==> src/hw/alert_ctl_pkg.sv <==
// Purpose: Shared constants for the temperature alert output control block
// Assumes: APB byte addresses, 32-bit data, one register per aligned word
// Notes:   Temperatures are two's complement, 0.125 degC per LSB

`default_nettype none

package alert_ctl_pkg;

	// Register byte offsets
	localparam logic [7:0] OFS_CONFIG = 8'h00;
	localparam logic [7:0] OFS_BUSCTL = 8'h04;
	localparam logic [7:0] OFS_UPPER = 8'h08;
	localparam logic [7:0] OFS_LOWER = 8'h0c;
	localparam logic [7:0] OFS_CRIT = 8'h10;
	localparam logic [7:0] OFS_HYST = 8'h14;
	localparam logic [7:0] OFS_STATUS = 8'h18;

	// Configuration register fields
	localparam int CFG_STYLE = 0;
	localparam int CFG_POL = 1;
	localparam int CFG_CRIT_ONLY = 2;
	localparam int CFG_ALERT_ON = 3;
	localparam int CFG_SHUTDOWN = 4;
	localparam int CFG_CLR_EVENT = 5;
	localparam int CFG_CRIT_LOCK = 6;
	localparam int CFG_WIN_LOCK = 7;

	// Bus-level control register fields
	localparam int BUS_SLEEP_LVL = 0;
	localparam int BUS_TMO_OFF = 1;
	localparam int BUS_SDIO_EN = 2;

	// Status register fields
	localparam int ST_BELOW = 0;
	localparam int ST_ABOVE = 1;
	localparam int ST_CRIT = 2;
	localparam int ST_LATCH = 3;
	localparam int ST_ASSERTED = 4;
	localparam int ST_PENDING = 5;
	localparam int ST_EFF_POL = 6;

	// Width of temperature and threshold words
	localparam int TEMP_W = 13;

	// Values after reset
	localparam logic CFG_BIT_RESET = 1'b0;
	localparam logic [12:0] THRESH_RESET = 13'h0000;
	localparam logic PIN_LEVEL_RESET = 1'b1;

endpackage

`default_nettype wire

==> src/hw/alert_ctl.sv <==
// Purpose: Alert pin control with trip flags, polarity, style and shutdown
// Assumes: TEMP and CONV_DONE come from the converter on the MCLK domain
// Notes:   Zero-wait APB slave while CE is high; the alert pin is open-drain, low when driven
//
// Behaviour
// - Polarity 0 active low, 1 active high
// - Polarity write ignored while any lock set
// - Polarity change moves pin at once
// - Shutdown freezes or de-asserts pin per setting
// - Other settings apply after post-shutdown conversion
// - Some bus settings defer polarity during shutdown
// - Style 0 comparator, 1 latched interrupt
// - Style write ignored while any lock set
// - Window flags set and clear with hysteresis
// - Critical flag sets at threshold, hysteretic clear
// - Output enable 0 keeps pin inactive
// - Critical-only mode alerts on critical only

`timescale 1ns/1ps
`default_nettype none

module alert_ctl
#(
	parameter int TW = alert_ctl_pkg::TEMP_W
)
(
	// Clock, reset and enable
	input wire logic MCLK,
	input wire logic RESET,
	input wire logic CE,
	// APB slave
	input wire logic PSEL,
	input wire logic PENABLE,
	input wire logic PWRITE,
	input wire logic [7:0] PADDR,
	input wire logic [31:0] PWDATA,
	output logic [31:0] PRDATA,
	output logic PREADY,
	output logic PSLVERR,
	// Converter side
	input wire logic [TW-1:0] TEMP,
	input wire logic CONV_DONE,
	// Open-drain alert pin
	output logic EVENT_O,
	output logic EVENT_OE
);

	// Software-written settings
	logic style_r, style_nxt;
	logic pol_r, pol_nxt;
	logic crit_only_r, crit_only_nxt;
	logic alert_on_r, alert_on_nxt;
	logic shdn_r, shdn_nxt;
	logic crit_lock_r, crit_lock_nxt;
	logic win_lock_r, win_lock_nxt;
	logic sleep_lvl_r, sleep_lvl_nxt;
	logic tmo_off_r, tmo_off_nxt;
	logic sdio_r, sdio_nxt;
	logic [TW-1:0] upper_r, upper_nxt;
	logic [TW-1:0] lower_r, lower_nxt;
	logic [TW-1:0] crit_r, crit_nxt;
	logic [TW-1:0] hyst_r, hyst_nxt;

	// Settings in effect
	logic eff_style_r, eff_style_nxt;
	logic eff_pol_r, eff_pol_nxt;
	logic eff_crit_only_r, eff_crit_only_nxt;
	logic eff_alert_on_r, eff_alert_on_nxt;
	logic eff_sleep_lvl_r, eff_sleep_lvl_nxt;
	logic eff_tmo_off_r, eff_tmo_off_nxt;
	logic eff_sdio_r, eff_sdio_nxt;
	logic pend_r, pend_nxt; // Waiting for a conversion after wake

	// Alert path state
	logic cond_q_r, cond_q_nxt; // Condition as last seen
	logic latch_r, latch_nxt; // Interrupt-style event latch
	logic asserted_r, asserted_nxt; // Logical alert state
	logic level_r, level_nxt; // Pin level wanted

	// Bus answer registers
	logic [31:0] rdata_r, rdata_nxt;
	logic err_r, err_nxt;

	// Decode and helpers
	logic wr, setup, any_lock, cfg_wr, bus_wr, hit, hold_cfg, defer_pol;
	logic conv, cond, active, below, above, crit_f, clr_evt;
	logic signed [TW:0] t_x, up_x, lo_x, cr_x, hy_x;

	assign wr = PSEL & PENABLE & PWRITE;
	assign setup = PSEL & ~PENABLE;
	assign any_lock = crit_lock_r | win_lock_r;
	assign cfg_wr = wr && PADDR == alert_ctl_pkg::OFS_CONFIG;
	assign bus_wr = wr && PADDR == alert_ctl_pkg::OFS_BUSCTL;
	assign clr_evt = cfg_wr && PWDATA[alert_ctl_pkg::CFG_CLR_EVENT];
	assign hold_cfg = shdn_r | pend_r;
	assign defer_pol = shdn_r & (eff_tmo_off_r | ~eff_sdio_r);
	assign conv = CONV_DONE & ~shdn_r;

	// Sign-extend one bit so threshold minus a hysteresis up to 4096 cannot wrap
	assign t_x = {TEMP[TW-1], TEMP};
	assign up_x = {upper_r[TW-1], upper_r};
	assign lo_x = {lower_r[TW-1], lower_r};
	assign cr_x = {crit_r[TW-1], crit_r};
	assign hy_x = {1'b0, hyst_r};

	// Address hit for the answer
	always_comb
	begin
		unique case (PADDR)
			alert_ctl_pkg::OFS_CONFIG, alert_ctl_pkg::OFS_BUSCTL,
			alert_ctl_pkg::OFS_UPPER, alert_ctl_pkg::OFS_LOWER,
			alert_ctl_pkg::OFS_CRIT, alert_ctl_pkg::OFS_HYST,
			alert_ctl_pkg::OFS_STATUS:
				hit = 1'b1;
			default:
				hit = 1'b0;
		endcase
	end

	// Software settings: lock protection on polarity, style and enables
	always_comb
	begin
		style_nxt = style_r;
		pol_nxt = pol_r;
		crit_only_nxt = crit_only_r;
		alert_on_nxt = alert_on_r;
		shdn_nxt = shdn_r;
		crit_lock_nxt = crit_lock_r;
		win_lock_nxt = win_lock_r;
		sleep_lvl_nxt = sleep_lvl_r;
		tmo_off_nxt = tmo_off_r;
		sdio_nxt = sdio_r;
		upper_nxt = upper_r;
		lower_nxt = lower_r;
		crit_nxt = crit_r;
		hyst_nxt = hyst_r;
		if (cfg_wr)
		begin
			if (!any_lock)
			begin
				pol_nxt = PWDATA[alert_ctl_pkg::CFG_POL];
				style_nxt = PWDATA[alert_ctl_pkg::CFG_STYLE];
				alert_on_nxt = PWDATA[alert_ctl_pkg::CFG_ALERT_ON];
			end
			// Critical-only is guarded by the window lock alone
			if (!win_lock_r)
				crit_only_nxt = PWDATA[alert_ctl_pkg::CFG_CRIT_ONLY];
			shdn_nxt = PWDATA[alert_ctl_pkg::CFG_SHUTDOWN];
			crit_lock_nxt = PWDATA[alert_ctl_pkg::CFG_CRIT_LOCK];
			win_lock_nxt = PWDATA[alert_ctl_pkg::CFG_WIN_LOCK];
		end
		if (bus_wr)
		begin
			sleep_lvl_nxt = PWDATA[alert_ctl_pkg::BUS_SLEEP_LVL];
			tmo_off_nxt = PWDATA[alert_ctl_pkg::BUS_TMO_OFF];
			sdio_nxt = PWDATA[alert_ctl_pkg::BUS_SDIO_EN];
		end
		if (wr && PADDR == alert_ctl_pkg::OFS_UPPER)
			upper_nxt = PWDATA[TW-1:0];
		if (wr && PADDR == alert_ctl_pkg::OFS_LOWER)
			lower_nxt = PWDATA[TW-1:0];
		if (wr && PADDR == alert_ctl_pkg::OFS_CRIT)
			crit_nxt = PWDATA[TW-1:0];
		if (wr && PADDR == alert_ctl_pkg::OFS_HYST)
			hyst_nxt = PWDATA[TW-1:0];
	end

	// Settings register
	always_ff @(posedge MCLK)
	begin
		if (RESET)
		begin
			style_r <= alert_ctl_pkg::CFG_BIT_RESET;
			pol_r <= alert_ctl_pkg::CFG_BIT_RESET;
			crit_only_r <= alert_ctl_pkg::CFG_BIT_RESET;
			alert_on_r <= alert_ctl_pkg::CFG_BIT_RESET;
			shdn_r <= alert_ctl_pkg::CFG_BIT_RESET;
			crit_lock_r <= alert_ctl_pkg::CFG_BIT_RESET;
			win_lock_r <= alert_ctl_pkg::CFG_BIT_RESET;
			sleep_lvl_r <= alert_ctl_pkg::CFG_BIT_RESET;
			tmo_off_r <= alert_ctl_pkg::CFG_BIT_RESET;
			sdio_r <= alert_ctl_pkg::CFG_BIT_RESET;
			upper_r <= alert_ctl_pkg::THRESH_RESET;
			lower_r <= alert_ctl_pkg::THRESH_RESET;
			crit_r <= alert_ctl_pkg::THRESH_RESET;
			hyst_r <= alert_ctl_pkg::THRESH_RESET;
		end
		else if (CE)
		begin
			style_r <= style_nxt;
			pol_r <= pol_nxt;
			crit_only_r <= crit_only_nxt;
			alert_on_r <= alert_on_nxt;
			shdn_r <= shdn_nxt;
			crit_lock_r <= crit_lock_nxt;
			win_lock_r <= win_lock_nxt;
			sleep_lvl_r <= sleep_lvl_nxt;
			tmo_off_r <= tmo_off_nxt;
			sdio_r <= sdio_nxt;
			upper_r <= upper_nxt;
			lower_r <= lower_nxt;
			crit_r <= crit_nxt;
			hyst_r <= hyst_nxt;
		end
	end

	// Effective settings: all but polarity frozen in shutdown and until the first wake conversion
	always_comb
	begin
		eff_style_nxt = eff_style_r;
		eff_crit_only_nxt = eff_crit_only_r;
		eff_alert_on_nxt = eff_alert_on_r;
		eff_sleep_lvl_nxt = eff_sleep_lvl_r;
		eff_tmo_off_nxt = eff_tmo_off_r;
		eff_sdio_nxt = eff_sdio_r;
		pend_nxt = pend_r;
		// Wake arms the wait; a real conversion ends it
		if (shdn_r && !shdn_nxt)
			pend_nxt = 1'b1;
		else if (pend_r && conv)
			pend_nxt = 1'b0;
		if (!hold_cfg)
		begin
			eff_style_nxt = style_r;
			eff_crit_only_nxt = crit_only_r;
			eff_alert_on_nxt = alert_on_r;
			eff_sleep_lvl_nxt = sleep_lvl_r;
			eff_tmo_off_nxt = tmo_off_r;
			eff_sdio_nxt = sdio_r;
		end
		// Polarity bypasses the wake wait; the bus options can defer it only in shutdown
		eff_pol_nxt = defer_pol ? eff_pol_r : pol_r;
	end

	// Effective settings register
	always_ff @(posedge MCLK)
	begin
		if (RESET)
		begin
			eff_style_r <= alert_ctl_pkg::CFG_BIT_RESET;
			eff_pol_r <= alert_ctl_pkg::CFG_BIT_RESET;
			eff_crit_only_r <= alert_ctl_pkg::CFG_BIT_RESET;
			eff_alert_on_r <= alert_ctl_pkg::CFG_BIT_RESET;
			eff_sleep_lvl_r <= alert_ctl_pkg::CFG_BIT_RESET;
			eff_tmo_off_r <= alert_ctl_pkg::CFG_BIT_RESET;
			eff_sdio_r <= alert_ctl_pkg::CFG_BIT_RESET;
			pend_r <= 1'b0;
		end
		else if (CE)
		begin
			eff_style_r <= eff_style_nxt;
			eff_pol_r <= eff_pol_nxt;
			eff_crit_only_r <= eff_crit_only_nxt;
			eff_alert_on_r <= eff_alert_on_nxt;
			eff_sleep_lvl_r <= eff_sleep_lvl_nxt;
			eff_tmo_off_r <= eff_tmo_off_nxt;
			eff_sdio_r <= eff_sdio_nxt;
			pend_r <= pend_nxt;
		end
	end

	// Below window: set under lower minus hysteresis, clear at lower
	hyst_flag u_below
	(
		.clk(MCLK),
		.reset(RESET),
		.ce(CE),
		.update(conv),
		.set_cond(t_x < lo_x - hy_x),
		.clr_cond(t_x >= lo_x),
		.flag(below)
	);

	// Above window: set over upper, clear under upper minus hysteresis
	hyst_flag u_above
	(
		.clk(MCLK),
		.reset(RESET),
		.ce(CE),
		.update(conv),
		.set_cond(t_x > up_x),
		.clr_cond(t_x < up_x - hy_x),
		.flag(above)
	);

	// Critical: set at threshold, clear under threshold minus hysteresis
	hyst_flag u_crit
	(
		.clk(MCLK),
		.reset(RESET),
		.ce(CE),
		.update(conv),
		.set_cond(t_x >= cr_x),
		.clr_cond(t_x < cr_x - hy_x),
		.flag(crit_f)
	);

	// Alert condition chosen by critical-only mode
	assign cond = eff_crit_only_r ? crit_f : (crit_f | above | below);
	assign active = eff_alert_on_r & (eff_style_r ? latch_r : cond);

	// Alert path: latch on a new condition, freeze or release in shutdown
	always_comb
	begin
		cond_q_nxt = cond;
		// New event wins over a clear in the same cycle
		latch_nxt = (cond & ~cond_q_r) | (latch_r & ~clr_evt);
		if (shdn_r)
			asserted_nxt = eff_sleep_lvl_r ? 1'b0 : asserted_r;
		else
			asserted_nxt = active;
		// Pin level: asserted equals polarity, idle is its inverse
		level_nxt = asserted_nxt ? eff_pol_nxt : ~eff_pol_nxt;
	end

	// Alert path register
	always_ff @(posedge MCLK)
	begin
		if (RESET)
		begin
			cond_q_r <= 1'b0;
			latch_r <= 1'b0;
			asserted_r <= 1'b0;
			level_r <= alert_ctl_pkg::PIN_LEVEL_RESET;
		end
		else if (CE)
		begin
			cond_q_r <= cond_q_nxt;
			latch_r <= latch_nxt;
			asserted_r <= asserted_nxt;
			level_r <= level_nxt;
		end
	end

	// Open-drain pin: pull low for a low level, release for high
	assign EVENT_O = 1'b0;
	assign EVENT_OE = ~level_r;

	// Read data captured in the setup cycle, shown in the access cycle
	always_comb
	begin
		rdata_nxt = rdata_r;
		err_nxt = err_r;
		if (setup)
		begin
			rdata_nxt = 32'h0000_0000;
			err_nxt = ~hit;
			unique case (PADDR)
				alert_ctl_pkg::OFS_CONFIG:
					rdata_nxt[7:0] = {win_lock_r, crit_lock_r, 1'b0, shdn_r,
						alert_on_r, crit_only_r, pol_r, style_r};
				alert_ctl_pkg::OFS_BUSCTL:
					rdata_nxt[2:0] = {sdio_r, tmo_off_r, sleep_lvl_r};
				alert_ctl_pkg::OFS_UPPER:
					rdata_nxt[TW-1:0] = upper_r;
				alert_ctl_pkg::OFS_LOWER:
					rdata_nxt[TW-1:0] = lower_r;
				alert_ctl_pkg::OFS_CRIT:
					rdata_nxt[TW-1:0] = crit_r;
				alert_ctl_pkg::OFS_HYST:
					rdata_nxt[TW-1:0] = hyst_r;
				alert_ctl_pkg::OFS_STATUS:
				begin
					rdata_nxt[alert_ctl_pkg::ST_BELOW] = below;
					rdata_nxt[alert_ctl_pkg::ST_ABOVE] = above;
					rdata_nxt[alert_ctl_pkg::ST_CRIT] = crit_f;
					rdata_nxt[alert_ctl_pkg::ST_LATCH] = latch_r;
					rdata_nxt[alert_ctl_pkg::ST_ASSERTED] = asserted_r;
					rdata_nxt[alert_ctl_pkg::ST_PENDING] = pend_r;
					rdata_nxt[alert_ctl_pkg::ST_EFF_POL] = eff_pol_r;
				end
				default:
					rdata_nxt = 32'h0000_0000;
			endcase
		end
	end

	// Bus answer register
	always_ff @(posedge MCLK)
	begin
		if (RESET)
		begin
			rdata_r <= 32'h0000_0000;
			err_r <= 1'b0;
		end
		else if (CE)
		begin
			rdata_r <= rdata_nxt;
			err_r <= err_nxt;
		end
	end

	assign PRDATA = rdata_r;
	assign PREADY = CE;
	assign PSLVERR = PSEL & PENABLE & err_r;

	// Active-low asserted pin is driven low
	chk_pol_level: assert property (@(posedge MCLK) disable iff (RESET)
		CE && asserted_nxt && !eff_pol_nxt |=> EVENT_OE)
		else $error("alert not driven low in active-low mode");

	chk_pol_lock: assert property (@(posedge MCLK) disable iff (RESET)
		CE && cfg_wr && any_lock |=> $stable(pol_r))
		else $error("polarity changed while locked");

	chk_pol_now: assert property (@(posedge MCLK) disable iff (RESET)
		CE && !defer_pol && pol_r != eff_pol_r |=> eff_pol_r == $past(pol_r))
		else $error("polarity not applied at once");

	chk_sleep_off: assert property (@(posedge MCLK) disable iff (RESET)
		CE && shdn_r && eff_sleep_lvl_r |=> !asserted_r)
		else $error("alert asserted in de-asserting shutdown");

	chk_sleep_freeze: assert property (@(posedge MCLK) disable iff (RESET)
		shdn_r && !eff_sleep_lvl_r |=> $stable(asserted_r))
		else $error("alert moved in freezing shutdown");

	chk_cfg_hold: assert property (@(posedge MCLK) disable iff (RESET)
		hold_cfg |=> $stable(eff_style_r) && $stable(eff_alert_on_r))
		else $error("setting applied before wake conversion");

	chk_pol_defer: assert property (@(posedge MCLK) disable iff (RESET)
		defer_pol |=> $stable(eff_pol_r))
		else $error("polarity applied while deferred");

	chk_cmp_follow: assert property (@(posedge MCLK) disable iff (RESET)
		CE && !shdn_r && eff_alert_on_r && !eff_style_r && cond |=> asserted_r)
		else $error("comparator output missed condition");

	chk_style_lock: assert property (@(posedge MCLK) disable iff (RESET)
		CE && cfg_wr && any_lock |=> $stable(style_r))
		else $error("style changed while locked");

	chk_above_set: assert property (@(posedge MCLK) disable iff (RESET)
		CE && conv && t_x > up_x |=> above)
		else $error("above flag not set");

	chk_crit_set: assert property (@(posedge MCLK) disable iff (RESET)
		CE && conv && t_x >= cr_x |=> crit_f)
		else $error("critical flag not set");

	chk_out_off: assert property (@(posedge MCLK) disable iff (RESET)
		CE && !shdn_r && !eff_alert_on_r |=> !asserted_r)
		else $error("alert asserted while output off");

	chk_crit_only: assert property (@(posedge MCLK) disable iff (RESET)
		CE && !shdn_r && eff_crit_only_r && !eff_style_r && !crit_f |=> !asserted_r)
		else $error("alert asserted without critical in critical-only mode");

endmodule

`default_nettype wire

==> src/hw/hyst_flag.sv <==
// Purpose: One trip-status flag with separate set and clear thresholds
// Assumes: Conditions are valid in the cycle that update is high
// Notes:   Set has priority if both conditions are true together

`timescale 1ns/1ps
`default_nettype none

module hyst_flag
(
	// Clock and control
	input wire logic clk,
	input wire logic reset,
	input wire logic ce,
	// Evaluation
	input wire logic update,
	input wire logic set_cond,
	input wire logic clr_cond,
	// Result
	output logic flag
);

	logic flag_r; // Stored trip state
	logic flag_nxt; // Next trip state

	// Hysteresis: only a crossing of the far threshold changes the state
	always_comb
	begin
		flag_nxt = flag_r;
		if (update && set_cond)
			flag_nxt = 1'b1;
		else if (update && clr_cond)
			flag_nxt = 1'b0;
	end

	// State register
	always_ff @(posedge clk)
	begin
		if (reset)
			flag_r <= 1'b0;
		else if (ce)
			flag_r <= flag_nxt;
	end

	assign flag = flag_r;

endmodule

`default_nettype wire

==> config.mk <==
export PLATFORM = sky130hd
export DESIGN_NAME = alert_ctl
export DESIGN_NICKNAME = d
export VERILOG_FILES = /design/src/hw/alert_ctl_pkg.sv /design/src/hw/alert_ctl.sv /design/src/hw/hyst_flag.sv
export SDC_FILE = /design/constraint.sdc
export NUM_CORES = 1
export LEC_CHECK = 0
export ABC_AREA = 1
export BUFFER_PORTS_ARGS = -buffer_cell sky130_fd_sc_hd__buf_2
export CORE_MARGIN = 4
export CORE_UTILIZATION = 60
export CTS_CLUSTER_SIZE = 20
export DETAILED_ROUTE_END_ITERATION = 8
export GPL_ROUTABILITY_DRIVEN = 0
export PLACE_DENSITY = 0.88
export SLEW_MARGIN = 20
export SYNTH_ARGS = -nofsm -noshare
export SYNTH_HDL_FRONTEND = slang
export SYNTH_SLANG_ARGS = --single-unit
==> constraint.sdc <==
create_clock -name MCLK -period 3.7 [get_ports MCLK]
set_input_delay 0.74 -clock MCLK [delete_from_list [all_inputs] [get_ports MCLK]]
set_output_delay 0.74 -clock MCLK [all_outputs]
set_load 0.005 [all_outputs]
==> results.txt <==
pre-CTS WS: 0.399 ns
area leader, netlist: dfxtp_1
initial antenna violation count: 0
fmax: 299 MHz
area delta synth->final: 8.19%
Die Area: 14,700 µm²
clk slew on worst S/H paths: 0.06 ns
grt met2 use: 47.7%
Power Dens Cells: 277 nW/µm²
largest net degree at the start of global routing: 74
Worst Max-Slew Pin Slew: 0.924 ns
clk_lat worst skew: 0.35 ns
Reg area: 1820 µm²
num rows: 41
Seq/Total Area, Yosys: 23.7%
Slew Limit Fails: 0
fin util: 66.3%
min cycle time layout: 3.34 ns
core region area: 12,600 µm²
vias in the first global route: 6,890
Warnings, synthesis: 0
GRT Util Overall: 28.7%
clock sinks: 91
DP Wirelength: 16.5 mm
Synth top area share: 23.7%
RSZ-0062 raised after global routing: no
total wire length: 21.4 mm
Root Driver: clkbuf_16
CP Cell Sequence: inv_1 > ha_1 > fa_1 > o21ai_0 > a21oi_1 > o21ai_0 > xor2_1 > ha_1 > nand2_1 > inv_1 > nand3_1 > a21oi_1 > nor2_1 > nand2_1 > nand2_1 > nand3_1 > a21oi_1
GR peak layer: met2
fillcell total: 1,067
Worst Slack Setup Final: 0.358 ns
Fin. Hold Viols: 0
Psw: 0.000584 W
length of the first detailed-routing pass in iterations: 6
area occupied by multi-input gates: 5050 µm²
most common cell after layout, fill and taps aside: nand2_1
peak supply drop: 0.000247 V
wire per inst: 16.5 µm
Yosys reg bits: 91
Min-Delay Path Class: flop to flop
met3 Usage GRT: 4.80%
total CTS buffers: 9
# H-tree levels: 3
outcome: completed
crit path kind: flop to flop
Vias per Instance: 5.78
critical path endpoint category: flop
Mean Syn Cell Area: 7.17 µm²
Synth Flop Type: dfxtp_1
Int Pwr: 0.00172 W
Setup Buffers After CTS: 0
crit path max-delay cell type: o21ai_0
max_slew headroom: 38.2%
Antenna Violating Nets Remaining: 0
combinational power share: 12.8%
worst path required time: 3.98 ns
Net Sw Frac: 25.3%
Post-route DRC: 0
Post-synth EDFFs: 0
WHS: 0.451 ns
Clock Path Buffers: 2
max_cap viols: 0
total number of vias: 7,490
fin crit share: 90.3%
final setup fails: 0
TritonCTS clock tree: done
top cells by area, synth: dfxtp_1 24%, ha_1 19%, a21oi_1 9.4%
Crit Path Max Fanout: 3
Setup Skew: 0.00505 ns
Post-Route Setup TNS: 0 ns
layout cells sized above 1: 10.6%
Starting Density: 61.3%
most frequent cells in the layout: 167 x nand2_1, 145 x inv_1, 144 x a21oi_1, 117 x ha_1, 101 x o21ai_0
GRT Residual Overflow: 0
Clock power frac: 43.6%
critical path launch point type: flop
Cell variety after synth: 51
Critical Path AT: 3.62 ns
Die Y-Extent: 121 µm
port bufs: 56
final net count: 1,300
cts hold-fix bufs: 0
first-pass GRT wire length: 33.3 mm
Post-synth ARST share: 0%
initial DRC count: 912
Post-Syn Instances: 1,074
met1 usage: 36.1%
Syn Std Cell Area: 7700 µm²
CTS resizes: 0
Ports: 96
Die Span X: 121 µm
leakage power: 4.00 nW
Antenna diodes: 0
Seq pwr share: 43.5%
CP peak stage delay: 0.47 ns
## cells by family after synthesis
group           share of synthesized area (%)
compound gates                           23.0
fa+ha+maj                                19.8
buf+inv                                  11.6
xor+xnor                                 4.10
other cells                            0.0487
flops                                    23.7
simple gates                             17.8
## path summary, 6_finish.rpt
path                           startpoint                         to  slack (ns)  depth (start not counted)
setup / recovery  lower_r[0]$_SDFFE_PP0P_  u_below.flag$_SDFFE_PP0P_        0.36                         17
setup reg to reg  lower_r[0]$_SDFFE_PP0P_  u_below.flag$_SDFFE_PP0P_        0.36                         17
hold / removal    eff_sdio_r$_SDFFE_PP0P_    eff_sdio_r$_SDFFE_PP0P_        0.45                          2
hold reg to reg   eff_sdio_r$_SDFFE_PP0P_    eff_sdio_r$_SDFFE_PP0P_        0.45                          2
## power groups by stage
| stage | Sequential, W | Clock, W | Combinational, W |
|---|---|---|---|
| 3_3_place_gp | 0.00103 | 0 | 0.000277 |
| 6_report | 0.00101 | 0.00101 | 0.000296 |
| 3_5_place_dp | 0.00103 | 0 | 0.000287 |
| 2_1_floorplan | 0.00102 | 0 | 0.000203 |
| 4_1_cts | 0.00100 | 0.00101 | 0.000291 |
| 5_1_grt | 0.00101 | 0.00104 | 0.000335 |
## cells in the mapped netlist, types with 2 or more instances
| cell | n |
|---|---|
| nand2_1 | 167 |
| inv_1 | 145 |
| a21oi_1 | 144 |
| ha_1 | 117 |
| o21ai_0 | 102 |
| dfxtp_1 | 91 |
| nor2_1 | 56 |
| nand3_1 | 32 |
| xor2_1 | 27 |
| o21ai_1 | 25 |
| buf_4 | 21 |
| o22ai_1 | 14 |
| inv_2 | 13 |
| nor3_1 | 12 |
| o21bai_1 | 12 |
| clkbuf_1 | 11 |
| a21oi_2 | 9 |
| xnor2_1 | 9 |
| buf_2 | 6 |
| nor2_4 | 6 |
| buf_6 | 5 |
| a21o_1 | 4 |
| nand4_1 | 4 |
| o211ai_1 | 4 |
| fa_1 | 3 |
| nor2_8 | 3 |
| o31ai_1 | 3 |
| a211oi_1 | 2 |
| and3_1 | 2 |
| inv_4 | 2 |
| nand3_2 | 2 |
| o21a_1 | 2 |
## registers in the layout (all words and copies together), names as in the netlist, 13 cells and up
| register | count |
|---|---|
| upper_r | 13 |
| hyst_r | 13 |
| crit_r | 13 |
| PRDATA | 13 |
| lower_r | 13 |
## through the flow
| stage | area, µm² | total power [W] | instances |
|---|---|---|---|
| floorplan | 7770 | 0.00123 | 1093 |
| global placement | 8000 | 0.00130 | 1281 |
| detailed placement | 8000 | 0.00131 | 1281 |
| CTS | 8330 | 0.00230 | 1296 |
| global route | 8330 | 0.00238 | 1296 |
| finish | 8330 | 0.00231 | 1296 |
## routing by layer
metal  routed length [µm]  share of wire (%)
met1                 8710                 41
met2                 9830                 46
met3                 1790                8.4
met4                 1080                5.1
met5                    0                  0
## critical path, delay by kind of cell (launching register included)
family	cells	cell delay, ns
AO/OA/AOI/OAI	5	1.23
adder cells (fa/ha/maj)	3	0.88
AND/OR/NAND/NOR	6	0.50
flip-flops	1	0.34
XOR/XNOR	1	0.19
buffers and inverters	2	0.12
## layout make-up
| type | instances | area share (%) |
|---|---|---|
| clock inverter | 4 | 0.886 |
| timing repair buffer | 59 | 3.64 |
| clock buffer | 11 | 3.03 |
| multi-input combinational | 798 | 60.7 |
| tap | 172 | 2.58 |
| sequential | 91 | 21.9 |
| inverter | 161 | 7.32 |
(Power assumes the default switching activity.)
